**src/logic/msct_map.svh**
```systemverilog
`ifndef MSCT_MAP_SVH
`define MSCT_MAP_SVH
// ---------------------------------------------
// Register offsets
// ---------------------------------------------
`define MSCT_OFS_FAST 12'h000
`define MSCT_OFS_SLOW 12'h004
`define MSCT_OFS_ADDR 12'h008
`define MSCT_OFS_DATA 12'h00C
`define MSCT_OFS_CMD 12'h010
`define MSCT_OFS_MODE 12'h014
`define MSCT_OFS_STAT 12'h018
// ---------------------------------------------
// Field positions
// ---------------------------------------------
`define MSCT_AH_BIT 5
`define MSCT_AOR_LSB 16
`define MSCT_RDH_LSB 24
`define MSCT_RDW_LSB 0
`define MSCT_WRW_LSB 4
`define MSCT_RDD_LSB 8
`define MSCT_WRD_LSB 16
`define MSCT_WRH_LSB 24
`define MSCT_REC_LSB 28
`define MSCT_CMD_WR 0
`define MSCT_CMD_CS 1
`define MSCT_CMD_ID 2
`define MSCT_CMD_CONT 3
`define MSCT_MODE_WB 0
`define MSCT_MODE_RP 1
`define MSCT_MODE_RB 2
// ---------------------------------------------
// Reset and suggested values
// ---------------------------------------------
`define MSCT_FAST_RST 32'h0000_0000
`define MSCT_SLOW_RST 32'h300F_0C00
`define MSCT_FAST_REC 32'h0101_0020
`define MSCT_SLOW_REC 32'h1100_0023
`define MSCT_CLK_NS 40
`endif

```
**src/logic/msct_pkg.sv**
```systemverilog
`default_nettype none
package msct_pkg;
    typedef enum logic [2:0] {
        ST_IDLE,
        ST_RECOV,
        ST_ADDR,
        ST_GAP,
        ST_STROBE,
        ST_HOLD
    } msct_state_t;
endpackage : msct_pkg
`default_nettype wire

```
**src/logic/msct_ctrl.sv**
```systemverilog
// Local design decisions: the APB slave port and the address map.
`include "msct_map.svh"
`default_nettype none
module msct_ctrl (
    input wire logic SYS_CLK,
    input wire logic RST_N,
    input wire logic PSEL,
    input wire logic PENABLE,
    input wire logic PWRITE,
    input wire logic [11:0] PADDR,
    input wire logic [31:0] PWDATA,
    output logic [31:0] PRDATA,
    output logic PREADY,
    output logic PSLVERR,
    output logic MEM_CLK,
    output logic [1:0] MEM_CS_N,
    output logic MEM_ADV_N,
    output logic MEM_OE_N,
    output logic MEM_WE_N,
    output logic [15:0] MEM_AD_O,
    output logic MEM_AD_OE,
    input wire logic [15:0] MEM_AD_I
);
    // ---------------------------------------------
    // Helpers
    // ---------------------------------------------
    // Strobe length, never below one cycle
    function automatic logic [8:0] msct_len(
        input logic [3:0] w,
        input logic [7:0] d,
        input logic use_d
    );
        logic [8:0] s;
        s = {5'h00, w} + (use_d ? {1'b0, d} : 9'h000);
        msct_len = (s == 9'h000) ? 9'h001 : s;
    endfunction : msct_len

    msct_pkg::msct_state_t st_q, st_d;
    logic [8:0] cnt_q, cnt_d;
    logic [31:0] fast_q, slow_q, prdata_q;
    logic [15:0] addr_q, wdata_q, rdata_q, ad_q;
    logic [2:0] mode_q;
    logic dir_q, cs_q, id_q, cont_q, ext_q;
    logic last_read_q, last_cs_q;
    logic [15:0] s1_q, s2_q, s3_q, filt_q;

    // ---------------------------------------------
    // Register bus
    // ---------------------------------------------
    wire apb_wr = PSEL & PENABLE & PWRITE;
    wire apb_setup = PSEL & ~PENABLE;
    wire hit_fast = (PADDR == `MSCT_OFS_FAST);
    wire hit_slow = (PADDR == `MSCT_OFS_SLOW);
    wire hit_addr = (PADDR == `MSCT_OFS_ADDR);
    wire hit_data = (PADDR == `MSCT_OFS_DATA);
    wire hit_cmd = (PADDR == `MSCT_OFS_CMD);
    wire hit_mode = (PADDR == `MSCT_OFS_MODE);
    wire hit_stat = (PADDR == `MSCT_OFS_STAT);
    wire mapped = hit_fast | hit_slow | hit_addr | hit_data | hit_cmd
        | hit_mode | hit_stat;
    wire busy = (st_q != msct_pkg::ST_IDLE);
    wire [31:0] stat_w = {30'h0000_0000, last_read_q, busy};
    wire [31:0] rd_mux = hit_fast ? fast_q :
        hit_slow ? slow_q :
        hit_addr ? {16'h0000, addr_q} :
        hit_data ? {16'h0000, rdata_q} :
        hit_mode ? {29'h0000_0000, mode_q} :
        hit_stat ? stat_w : 32'h0000_0000;

    assign PREADY = 1'b1;
    assign PSLVERR = PSEL & PENABLE & ~mapped;
    assign PRDATA = prdata_q;

    always_ff @(posedge SYS_CLK) begin
        if (!RST_N) begin
            prdata_q <= 32'h0000_0000;
        end else if (apb_setup & ~PWRITE) begin
            prdata_q <= rd_mux;
        end
    end

    always_ff @(posedge SYS_CLK) begin
        if (!RST_N) begin
            fast_q <= `MSCT_FAST_RST;
            slow_q <= `MSCT_SLOW_RST;
            addr_q <= 16'h0000;
            wdata_q <= 16'h0000;
            mode_q <= 3'h0;
        end else if (apb_wr) begin
            if (hit_fast) fast_q <= PWDATA;
            if (hit_slow) slow_q <= PWDATA;
            if (hit_addr) addr_q <= PWDATA[15:0];
            if (hit_data) wdata_q <= PWDATA[15:0];
            if (hit_mode) mode_q <= PWDATA[2:0];
        end
    end
    // Suggested values live in the map as FAST_REC and SLOW_REC

    // ---------------------------------------------
    // Timing fields
    // ---------------------------------------------
    wire ah = fast_q[`MSCT_AH_BIT];
    wire [1:0] aor = fast_q[`MSCT_AOR_LSB +: 2];
    wire [3:0] rd_hold = fast_q[`MSCT_RDH_LSB +: 4];
    wire [3:0] rd_wait = slow_q[`MSCT_RDW_LSB +: 4];
    wire [3:0] wr_wait = slow_q[`MSCT_WRW_LSB +: 4];
    wire [7:0] rd_delta = slow_q[`MSCT_RDD_LSB +: 8];
    wire [7:0] wr_delta = slow_q[`MSCT_WRD_LSB +: 8];
    wire [3:0] wr_hold = slow_q[`MSCT_WRH_LSB +: 4];
    wire [3:0] rec = slow_q[`MSCT_REC_LSB +: 4];

    // Delta skipped on later burst accesses
    wire wr_use_d = ~(mode_q[`MSCT_MODE_WB] & cont_q);
    // Delta skipped on later page or burst accesses
    wire rd_use_d = ~((mode_q[`MSCT_MODE_RP] | mode_q[`MSCT_MODE_RB])
        & cont_q);
    wire [8:0] wr_len = msct_len(wr_wait, wr_delta, wr_use_d);
    wire [8:0] rd_len = msct_len(rd_wait, rd_delta, rd_use_d);

    // Read hold counts from select low; id reads ignore it
    wire [3:0] rdh_gap = (id_q | rd_hold == 4'h0) ? 4'h0 :
        rd_hold - 4'h1;
    wire [3:0] gap0 = ({2'b00, aor} > rdh_gap) ? {2'b00, aor} : rdh_gap;
    // Gap never shorter than the address extension
    wire [3:0] gap_n = ({3'b000, ah} > gap0) ? {3'b000, ah} : gap0;

    // ---------------------------------------------
    // Command start and recovery decision
    // ---------------------------------------------
    wire start = apb_wr & hit_cmd & ~busy;
    wire cmd_wr = PWDATA[`MSCT_CMD_WR];
    wire cmd_cs = PWDATA[`MSCT_CMD_CS];
    wire cmd_cont = PWDATA[`MSCT_CMD_CONT];
    // Only after a read, on turnover or read-write
    wire need_rec = last_read_q & (rec != 4'h0) & ~cmd_cont
        & ((cmd_cs != last_cs_q) | cmd_wr);

    always_ff @(posedge SYS_CLK) begin
        if (!RST_N) begin
            dir_q <= 1'b0;
            cs_q <= 1'b0;
            id_q <= 1'b0;
            cont_q <= 1'b0;
            last_read_q <= 1'b0;
            last_cs_q <= 1'b0;
        end else if (start) begin
            dir_q <= cmd_wr;
            cs_q <= cmd_cs;
            id_q <= PWDATA[`MSCT_CMD_ID];
            cont_q <= cmd_cont;
            last_read_q <= ~cmd_wr;
            last_cs_q <= cmd_cs;
        end
    end

    // ---------------------------------------------
    // Access sequencer
    // ---------------------------------------------
    always_comb begin
        st_d = st_q;
        cnt_d = cnt_q - 9'h001;
        case (st_q)
            msct_pkg::ST_IDLE: begin
                cnt_d = 9'h000;
                if (start & need_rec) begin
                    st_d = msct_pkg::ST_RECOV;
                    cnt_d = {5'h00, rec} - 9'h001;
                end else if (start) begin
                    st_d = msct_pkg::ST_ADDR;
                end
            end
            msct_pkg::ST_RECOV: begin
                if (cnt_q == 9'h000) st_d = msct_pkg::ST_ADDR;
            end
            msct_pkg::ST_ADDR: begin
                // Write strobe follows the latch cycle
                if (dir_q) begin
                    st_d = msct_pkg::ST_STROBE;
                    cnt_d = wr_len - 9'h001;
                end else if (gap_n != 4'h0) begin
                    st_d = msct_pkg::ST_GAP;
                    cnt_d = {5'h00, gap_n} - 9'h001;
                end else begin
                    st_d = msct_pkg::ST_STROBE;
                    cnt_d = rd_len - 9'h001;
                end
            end
            msct_pkg::ST_GAP: begin
                if (cnt_q == 9'h000) begin
                    st_d = msct_pkg::ST_STROBE;
                    cnt_d = rd_len - 9'h001;
                end
            end
            msct_pkg::ST_STROBE: begin
                if (cnt_q == 9'h000) begin
                    // Write hold after the write strobe
                    if (dir_q & (wr_hold != 4'h0)) begin
                        st_d = msct_pkg::ST_HOLD;
                        cnt_d = {5'h00, wr_hold} - 9'h001;
                    end else begin
                        st_d = msct_pkg::ST_IDLE;
                    end
                end
            end
            msct_pkg::ST_HOLD: begin
                if (cnt_q == 9'h000) st_d = msct_pkg::ST_IDLE;
            end
            default: begin
                st_d = msct_pkg::ST_IDLE;
                cnt_d = 9'h000;
            end
        endcase
    end

    // Extension cycle right after the latch cycle
    wire ext_d = (st_q == msct_pkg::ST_ADDR) & ah;
    wire addr_phase = (st_d == msct_pkg::ST_ADDR) | ext_d;

    always_ff @(posedge SYS_CLK) begin
        if (!RST_N) begin
            st_q <= msct_pkg::ST_IDLE;
            cnt_q <= 9'h000;
            ext_q <= 1'b0;
            ad_q <= 16'h0000;
        end else begin
            st_q <= st_d;
            cnt_q <= cnt_d;
            ext_q <= ext_d;
            ad_q <= addr_phase ? addr_q : wdata_q;
        end
    end

    // ---------------------------------------------
    // Memory pins
    // ---------------------------------------------
    wire in_strobe = (st_q == msct_pkg::ST_STROBE);
    wire cs_act = (st_q == msct_pkg::ST_ADDR)
        | (st_q == msct_pkg::ST_GAP) | in_strobe
        | (st_q == msct_pkg::ST_HOLD);
    wire wr_drive = dir_q & (in_strobe | (st_q == msct_pkg::ST_HOLD));

    // No memory clock in asynchronous mode
    assign MEM_CLK = 1'b0;
    assign MEM_CS_N = ~cs_act ? 2'b11 : (cs_q ? 2'b01 : 2'b10);
    // Address valid strobe only during the latch cycle
    assign MEM_ADV_N = ~(st_q == msct_pkg::ST_ADDR);
    assign MEM_OE_N = ~(in_strobe & ~dir_q);
    assign MEM_WE_N = ~(in_strobe & dir_q);
    assign MEM_AD_O = ad_q;
    // Never drive the shared lines under the read strobe
    assign MEM_AD_OE = ((st_q == msct_pkg::ST_ADDR) | ext_q | wr_drive)
        & MEM_OE_N;

    // ---------------------------------------------
    // Read data capture
    // ---------------------------------------------
    // Three-stage sync; data seen lags the pins by at least four cycles,
    // so the read strobe must cover that lag in addition to access time
    always_ff @(posedge SYS_CLK) begin
        if (!RST_N) begin
            s1_q <= 16'h0000;
            s2_q <= 16'h0000;
            s3_q <= 16'h0000;
            filt_q <= 16'h0000;
            rdata_q <= 16'h0000;
        end else begin
            s1_q <= MEM_AD_I;
            s2_q <= s1_q;
            s3_q <= s2_q;
            if (s2_q == s3_q) filt_q <= s3_q;
            if (in_strobe & ~dir_q & (cnt_q == 9'h000)) rdata_q <= filt_q;
        end
    end
endmodule : msct_ctrl
`default_nettype wire

```
**config.mk**
```make
export PLATFORM = sky130hd
export DESIGN_NAME = msct_ctrl
export DESIGN_NICKNAME = d
export VERILOG_FILES = /design/src/logic/msct_pkg.sv /design/src/logic/msct_ctrl.sv
export VERILOG_INCLUDE_DIRS = /design/src /design/src/logic
export SDC_FILE = /design/constraint.sdc
export NUM_CORES = 1
export LEC_CHECK = 0
export BUFFER_PORTS_ARGS = -buffer_cell sky130_fd_sc_hd__buf_2
export CAP_MARGIN = 20
export CORE_MARGIN = 8
export CORE_UTILIZATION = 30
export DETAILED_ROUTE_END_ITERATION = 10
export PLACE_DENSITY_LB_ADDON = 0.3
export RECOVER_POWER = 25
export SLEW_MARGIN = 20
export SYNTH_ARGS = -nofsm -noshare
export SYNTH_HDL_FRONTEND = slang
export SYNTH_SLANG_ARGS = --single-unit
```
**constraint.sdc**
```tcl
create_clock -name SYS_CLK -period 8.15 [get_ports SYS_CLK]
set_input_delay 1.63 -clock SYS_CLK [delete_from_list [all_inputs] [get_ports SYS_CLK]]
set_output_delay 1.63 -clock SYS_CLK [all_outputs]
set_load 0.05 [all_outputs]
```
# Word level (Yosys, flattened, before mapping)

Cells that the tools add are included.
W data, S select, Z words.

Add/subtract/negate cells: 9
Order comparisons: 2
Equal/unequal tests: 14
Multiplexer cells: 33
Bitwise gates (word level): 46
Reduce and logical (&&, ||, !) cells: 16

Operator list:

| cell                  | number |
|---|---|
| $mux W9               | 8 |
| $mux W32              | 2 |
| $mux W16              | 3 |
| $pmux W9 S5           | 1 |
| $eq A12 B5 Y1 const B | 3 |
| $mux W3               | 10 |
| $logic_not A9 Y1      | 3 |
| $sub A9 B1 Y9 const B | 3 |
| $eq A12 B4 Y1 const B | 2 |
| $and A1 B1 Y1         | 20 |
| $add A4 B8 Y9         | 2 |
| $pmux W3 S6           | 1 |
| $eq A16 B16 Y1        | 1 |
| $mux W8               | 2 |
| $or A1 B1 Y1          | 16 |
| $sub A4 B1 Y5 const B | 3 |
| $eq A12 B3 Y1 const B | 1 |
| $logic_not A12 Y1     | 1 |
| $mux W4               | 3 |
| $reduce_bool A4 Y1    | 3 |
| $not A1 Y1            | 10 |
| $reduce_and A2 Y1     | 5 |
| $eq A3 B2 Y1 const B  | 3 |
| $eq A3 B3 Y1 const B  | 2 |
| other kinds (10)      | 12 |

Register bits: 245
Bits of input ports: 65
Output and inout bits: 57
Logic and storage cells: 140

# Depth between registers and ports, before layout

Gate-level depths: netlist of run 1.

Depth after elaboration: 14
Depth in mapped cells: 21

# Worst setup path before layout of run 1

No wires, ideal clock.

Path type: input to output
From: input port PADDR[4]
To: output port PSLVERR
Data arrival time: 2.946 ns
Slack: 3.574 ns
Cell stages on the path: 3
Cells stage by stage: clkbuf_1 -> nand3_1 -> a41oi_1

Cells in the longest elaborated chain, start to end: 9

Ends and longest elaborated chain:

| element                                                             | line            | RTL |
|---|---|---|
| start, declared                                                     | msct_ctrl.sv:10 | `input wire logic [11:0] PADDR,` |
| $eq A12 B3 Y1 (no line) / $logic_not A12 Y1 (equally long branches) | --              |  |
| $or A1 B1 Y1 (4 in series)                                          | msct_ctrl.sv:59 | `wire mapped = hit_fast \| hit_slow \| hit_addr \| hit_data \| hit_cmd` |
| $or A1 B1 Y1                                                        | msct_ctrl.sv:60 | `\| hit_mode \| hit_stat;` |
| $or A1 B1 Y1 *                                                      | msct_ctrl.sv:60 |  |
| $not A1 Y1 *                                                        | msct_ctrl.sv:71 | `assign PSLVERR = PSEL & PENABLE & ~mapped;` |
| $and A1 B1 Y1 *                                                     | msct_ctrl.sv:71 |  |
| end, declared                                                       | msct_ctrl.sv:14 | `output logic PSLVERR,` |

Every way passes the cells marked *; elsewhere a longest branch is shown, timed or not.

# Worst setup path after layout of run 1

From: register fast_q[24]
To: register cnt_q[1]

Cells in the longest elaborated chain, start to end: 11

Ends and longest elaborated chain:

| element                                                               | line                               | RTL |
|---|---|---|
| start, declared                                                       | msct_ctrl.sv:40                    | `logic [31:0] fast_q, slow_q, prdata_q;` |
| start signal, assigned                                                | msct_ctrl.sv:84                    | `` fast_q <= `MSCT_FAST_RST; `` |
| parallel branches: the longest is 2 deep, another holds $sub A4 B1 Y4 | --                                 |  |
| $mux W4 *                                                             | msct_ctrl.sv:121                   | `wire [3:0] rdh_gap = (id_q \| rd_hold == 4'h0) ? 4'h0 :` |
| $gt A2 B4 Y1                                                          | msct_ctrl.sv:123                   | `wire [3:0] gap0 = ({2'b00, aor} > rdh_gap) ? {2'b00, aor} : rdh_gap;` |
| $mux W4 *                                                             | msct_ctrl.sv:123                   |  |
| $gt A1 B4 Y1                                                          | msct_ctrl.sv:125                   | `wire [3:0] gap_n = ({3'b000, ah} > gap0) ? {3'b000, ah} : gap0;` |
| $mux W4 *                                                             | msct_ctrl.sv:125                   |  |
| $sub A4 B1 Y5 / $reduce_bool A4 Y1 (equally long branches)            | msct_ctrl.sv:182, msct_ctrl.sv:180 |  |
| $mux W9 *                                                             | msct_ctrl.sv:180                   | `end else if (gap_n != 4'h0) begin` |
| $mux W9 *                                                             | msct_ctrl.sv:177                   | `if (dir_q) begin` |
| $pmux W9 S5 *                                                         | msct_ctrl.sv:162                   | `case (st_q)` |
| end signal, assigned                                                  | msct_ctrl.sv:227                   | `cnt_q <= cnt_d;` |
| end, declared                                                         | msct_ctrl.sv:39                    | `logic [8:0] cnt_q, cnt_d;` |

Every way passes the cells marked *.
A chain may end at the register's enable or synchronous reset.

==> flow_metrics.py, run 1 <==
metrics = {
    "routing": {
        "drc": 0,
        "ant_nets": 0,
        "dr_wl_met3_mm": 2.07,
        "wl_per_cell_um": 17.6,
        "viasPerCell": 4.99,
        "routed-wl-met2_mm": 15.5,
        "firstDrtPassIters": 5,
        "first_iter_violations": 679,
        "drt_wl_total_mm": 34.1,
        "m1WireLength_mm": 15.8,
        "num_vias": 9645,
        "top_layer_used": "met4",
    },
    "clock_tree": {
        "cts_buffers": 28,
        "clock_path_buffers": 3,
        "cts_root_buffer": "clkbuf_16",
        "cts_num_sinks": 245,
        "cts_hold_buf": 0,
        "cts_resized": 0,
        "cts_setup_buffers": 0,
        "cts_tree": "done",
        "htreeDepth": 1,
        "clock_latency_ns": 0.55,
        "path_clk_slew_ns": 0.06,
    },
    "timing": {
        "rsz0062_at_grt": "false",
        "worst_clock_skew_ns": 0.0136,
        "max_freq_mhz": 198,
        "worstMarginPinSlew_ns": 1.63,
        "slew_viol_final": 8,
        "finalSetupViolations": 0,
        "hold_viol_final": 0,
        "min_period_ns": 5.05,
        "worst_slack_ns": 3.10,
        "setup_tns_ns": 0,
        "slew_headroom_pct": -9.76,
        "min_period_over_period_pct": 61.9,
    },
    "floorplanning": {
        "io_pins": 122,
        "row_count": 71,
        "die_h_um": 212,
        "die_w_um": 212,
        "core-area_mm2": 0.0377,
        "start_util_pct": 30.5,
        "die_area_mm2": 0.0448,
    },
    "yosys": {
        "postSynthAreaPerCell_um2": 8.66,
        "synth-seq-cells": 245,
        "yosys_warnings": 0,
        "ys_top_cells_by_area": "dfxtp_1, nand2_1, mux2i_1",
        "ys_types": 81,
        "yosysTopAreaCell": "dfxtp_1",
        "synth_ff_type": "dfxtp_1",
        "syn_nets": 1413,
        "synth_top_cell_area_share_pct": 42.7,
        "synth_area_mm2": 0.0115,
        "synth_edf_count": 0,
        "ys_seq_area_share_pct": 42.7,
        "async_flop_share_pct": 0,
        "syn_inst": 1326,
    },
    "min_path": {
        "holdPathStages": 1,
        "hold_class": "reg -> reg",
    },
    "placed_design": {
        "place_hpwl_mm": 24.6,
        "dpl-instance-area_mm2": 0.0124,
        "pre_cts_ws_ns": 3.19,
        "gp_congestion": 0.866,
        "portBuffers": 119,
    },
    "critical_path": {
        "path_cells": "inv_1 > ha_1 > nor3b_1 > or3_1 > ha_1 > nor2b_1 > o21ai_0 > nor4_1 > o32ai_1 > ha_1 > nor2_1 > o311ai_0 > a211oi_1 > mux2i_1 > ha_1 > o211ai_1 > mux2_2 > mux2i_1 > nand2_1 > a21oi_1",
        "critPathCaptureType": "register",
        "cp_slowest_cell": "dfxtp_1",
        "required_ns": 8.62,
        "reg2reg_slack_ns": 3.10,
        "worstSetupStartpointType": "register",
        "critical_path_buf_inv_count": 1,
        "crit_top_cell": "ha_1",
        "path_depth": 20,
        "cpPeakStageDelay_ns": 0.40,
        "worst-path-max-fanout": 9,
        "crit_type": "reg -> reg",
        "cp.arrival_ns": 5.51,
        "crit_family": "compound AO/OA/AOI/OAI gates",
        "reg2regPathDepth": 20,
    },
    "grt": {
        "grt_pass1_vias": 9551,
        "overflow": 0,
        "grt_pass1_wl_mm": 53.6,
        "grt_max_degree": 133,
        "grt_antenna_before_repair": 1,
        "grtUsageTotal_pct": 14.7,
    },
    "run_status": {
        "violations": "capacitance limit, slew limit",
        "status": "finished, violations left",
    },
    "layout": {
        "final.fill_count": 3976,
        "design_area_mm2": 0.0134,
        "nets": 1487,
        "drive_above_1_share_pct": 13.8,
        "area_growth_syn_to_layout_pct": 16.7,
    },
    "pwr": {
        "power_density_mw_per_mm2": 200,
        "finalPower_mw": 2.68,
        "ir_worst_vdd_mv": 0.150,
        "power.leakage_nw": 4.93,
    },
    "run": {
        "drv_cap": 1,
    },
}
## flip-flops by register name, indices dropped and copies added, names as in the netlist, 9 cells and up
register  count
s1_q         16
filt_q       16
slow_q       32
PRDATA       32
s3_q         16
addr_q       16
rdata_q      16
cnt_q         9
fast_q       32
wdata_q      16
s2_q         16
MEM_AD_O     16
## placed cells by master (no fill, tap or decap), types with 9 or more instances in the layout
cell,count
nor2_1,55
nor2b_1,48
buf_2,108
buf_4,11
nand3_1,36
nand2_1,251
a31oi_1,20
nor3b_1,18
mux2i_1,48
dfxtp_1,245
inv_1,26
o21ai_0,40
xnor2_1,29
a221oi_1,21
a22oi_1,33
ha_1,20
nor3_1,9
a21boi_1,49
and2_1,52
xor2_1,12
a21boi_0,53
and2_0,12
a21oi_1,28
clkbuf_1,14
nor4_1,11
clkbuf_16,29
## worst paths after layout
check | startpoint | end
worst max-delay path | fast_q[24] | cnt_q[1]
worst min-delay path | s1_q[14] | s2_q[14]
worst max register to register | fast_q[24] | cnt_q[1]
worst min register to register | s1_q[14] | s2_q[14]
## layout make-up
| class | instances | area, um2 | share of cell area (%) |
|---|---|---|---|
| multi-input cells | 967 | 6090 | 45.4 |
| clock inverters | 11 | 146 | 1.09 |
| flip-flops and latches | 245 | 4900 | 36.6 |
| well taps | 511 | 639 | 4.77 |
| repair buffers | 131 | 676 | 5.04 |
| diodes | 1 | 2.50 | 0.0187 |
| inverters | 27 | 101 | 0.756 |
| clock buffers | 40 | 847 | 6.32 |
## metal layers
layer  vias to the layer above  GRT usage, %
met2                       244          24.4
met3                        42          3.28
met1                      4575          19.3
met4                         0          3.43
li1                       4784             -
met5                         -             0
## synth_stat cells (all sizes together), types with 28 or more instances
master  number
xnor2       29
nor2b       48
and2        64
a21oi       28
a22oi       33
o21ai       41
nand2      251
dfxtp      245
a21boi     103
clkbuf      67
nand3       36
nor2        56
mux2i       48
## through the flow
stage,std cells,utilization (%),hold WS [ns]
after global placement,1881,33.0,0.417
after floorplan,1326,-,0.412
final,1933,35.6,0.424
after detailed placement,1881,33.0,0.417
after global routing,1932,35.6,0.438
after CTS,1932,35.6,0.431
## cell families after synthesis
kind of cell	count (synthesis)	share of synthesized area, %
compound gates	311	19.4
xor+xnor	41	3.13
fa+ha+maj	22	2.53
buf+inv	114	4.36
flops	245	42.7
mux	51	4.48
other cells	2	0.0654
simple gates	540	23.4
## where the power goes
group	internal, mW	switching, mW
Sequential	1.22	0.00874
Clock	0.816	0.508
Combinational	0.0471	0.0835
Total	2.08	0.600
Power figures use the tool's default switching activity.
==> inputs of run 2 (changes only) <==
==> constraint.sdc (replaced) <==
create_clock -name SYS_CLK -period 5 [get_ports SYS_CLK]
set_input_delay 1 -clock SYS_CLK [delete_from_list [all_inputs] [get_ports SYS_CLK]]
set_output_delay 1 -clock SYS_CLK [all_outputs]
set_load 0.05 [all_outputs]
==> run 2 against run 1 <==
Effect of this change:
- highest routed layer unchanged
- wire length shrank 0.68%
- sequential share of layout area rose by 0.077 points
- largest cell class unchanged
- clock skew rose by 0.0041 ns
- the flow still finishes with violations (capacitance limit, slew limit)
==> flow_metrics.py, run 2 (synthesized netlist as in run 1, its figures left out) <==
metrics = {
    "run_status": {
        "status": "finished, violations left",
        "violations": "capacitance limit, slew limit",
    },
    "placed_design": {
        "place_hpwl_mm": 24.7,
        "gp_congestion": 0.866,
        "portBuffers": 119,
        "dpl-instance-area_mm2": 0.0125,
        "placed_cells": 1887,
        "pre_cts_ws_ns": 0.0868,
    },
    "floorplanning": {
        "die_h_um": 212,
        "start_util_pct": 30.5,
        "die_w_um": 212,
        "die_area_mm2": 0.0448,
        "row_count": 71,
        "io_pins": 122,
        "core-area_mm2": 0.0377,
    },
    "min_path": {
        "holdPathStages": 1,
        "whs_endpoint": "s2_q[13]",
        "hold_class": "reg -> reg",
        "min_from": "s1_q[13]",
    },
    "routing": {
        "drt_wl_total_mm": 33.8,
        "first_iter_violations": 729,
        "viasPerCell": 4.98,
        "firstDrtPassIters": 8,
        "ant_nets": 0,
        "wl_per_cell_um": 17.4,
        "drc": 0,
        "num_vias": 9667,
    },
    "clock_tree": {
        "cts_tree": "done",
        "clock_path_buffers": 3,
        "cts_root_buffer": "clkbuf_16",
        "cts_hold_buf": 0,
        "cts_num_sinks": 245,
        "clock_latency_ns": 0.55,
        "cts_buffers": 27,
        "path_clk_slew_ns": 0.06,
        "htreeDepth": 1,
    },
    "layout": {
        "ff_latch_area_mm2": 0.00491,
        "nets": 1498,
        "layout_commonest_cell": "nand2_1",
        "fin_cells": 1943,
        "final.fill_count": 3908,
        "area_growth_syn_to_layout_pct": 16.6,
        "multi_input_area_mm2": 0.00613,
        "design_area_mm2": 0.0134,
        "antenna_cells": 0,
        "final_util_pct": 35.5,
        "drive_above_1_share_pct": 12.0,
        "final_cell_mix": "nand2_1, dfxtp_1, buf_2",
    },
    "timing": {
        "hold_viol_final": 0,
        "finalSetupViolations": 0,
        "min_period_ns": 4.75,
        "slew_viol_final": 112,
        "worst_clock_skew_ns": 0.0177,
        "worst_slack_ns": 0.250,
        "min_period_over_period_pct": 95.0,
        "slew_headroom_pct": -6.82,
        "worstMarginPinSlew_ns": 1.60,
        "setup_tns_ns": 0,
        "max_freq_mhz": 211,
    },
    "grt": {
        "grt_pass1_wl_mm": 53.0,
        "overflow": 0,
        "grt_pass1_vias": 9397,
        "grtUsageTotal_pct": 14.6,
        "grt_antenna_before_repair": 0,
        "grt_max_degree": 112,
    },
    "critical_path": {
        "r2r-start": "fast_q[24]",
        "reg2reg_to": "cnt_q[8]",
        "required_ns": 5.44,
        "crit_type": "reg -> reg",
        "cp.arrival_ns": 5.19,
        "worstSetupStartpointType": "register",
        "reg2regPathDepth": 21,
        "reg2reg_slack_ns": 0.25,
        "critPathCaptureType": "register",
        "worst-path-max-fanout": 7,
    },
    "pwr": {
        "power.leakage_nw": 4.80,
        "ir_worst_vdd_mv": 0.230,
        "power_density_mw_per_mm2": 312,
    },
    "run": {
        "drv_cap": 1,
    },
}
## run 2: cell count changes in the layout (fill, tap and decap cells not counted), moves of 3 or more
cell      delta
clkbuf_1    +42
buf_4       +12
buf_2       -38
clkinv_2     +3
and2_1      +11
clkbuf_8     -5
and2_0      -11
## run 2: stage by stage
stage	power [mW]	hold WS, ns
after floorplan	2.18	0.412
after global placement	2.26	0.417
after detailed placement	2.26	0.417
after CTS	4.24	0.431
after global routing	4.33	0.449
final	4.17	0.430
## run 2: layout make-up
| type | count | area share (%) |
|---|---|---|
| multi-input cells | 967 | 45.8 |
| flip-flops and latches | 245 | 36.7 |
| clock buffers | 38 | 5.58 |
| repair buffers | 143 | 5.44 |
| well taps | 511 | 4.78 |
| clock inverters | 12 | 1.01 |
| inverters | 27 | 0.757 |
## run 2: critical path, cell delays in order (launching register included)
cell and delay (ns):
dfxtp_2 0.37, inv_1 0.07, ha_1 0.23, nor3b_1 0.15
or3_1 0.38, ha_1 0.34, nor2b_1 0.17, o21ai_1 0.14
nor4_2 0.39, o32ai_2 0.18, ha_1 0.32, nor2_2 0.15
o311ai_0 0.14, a211oi_1 0.26, mux2i_1 0.31, ha_2 0.24
o211ai_1 0.12, buf_4 0.20, buf_4 0.14, o22ai_1 0.14
o21ai_0 0.14, o311ai_1 0.09
## run 2: power breakdown
group	switching [mW]	internal, mW
Clock	0.807	1.15
Sequential	0.0144	1.98
Combinational	0.140	0.0751
Total	0.961	3.21
## run 2: how the worst max path moves through the flow
stage / start / endpoint / slack (ns) / cells after the start
5_1_grt: fast_q[24] / cnt_q[8] / -0.02 / 21
6_report: fast_q[24] / cnt_q[8] / 0.25 / 21
2_1_floorplan: fast_q[24] / cnt_q[1] / 0.63 / 20
3_5_place_dp: fast_q[24] / cnt_q[4] / 0.09 / 21
4_1_cts: fast_q[24] / cnt_q[4] / 0.09 / 21
3_3_place_gp: fast_q[24] / cnt_q[4] / 0.25 / 21
## run 2: what timing repair did
| item | 4_1_cts | 5_1_grt |
|---|---|---|
| buffers inserted | 0 | 6 |
| setup endpoints to repair | 0 | 9 |
| gates resized for setup | 0 | 8 |
## run 2: metal layers
| layer | GRT usage, % | vias up | routed length, um |
|---|---|---|---|
| met5 | 0 | - | 0 |
| met4 | 3.52 | 0 | 665 |
| met3 | 2.82 | 43 | 1860 |
| met2 | 24.0 | 238 | 15500 |
| met1 | 19.4 | 4598 | 15800 |
| li1 | - | 4788 | - |
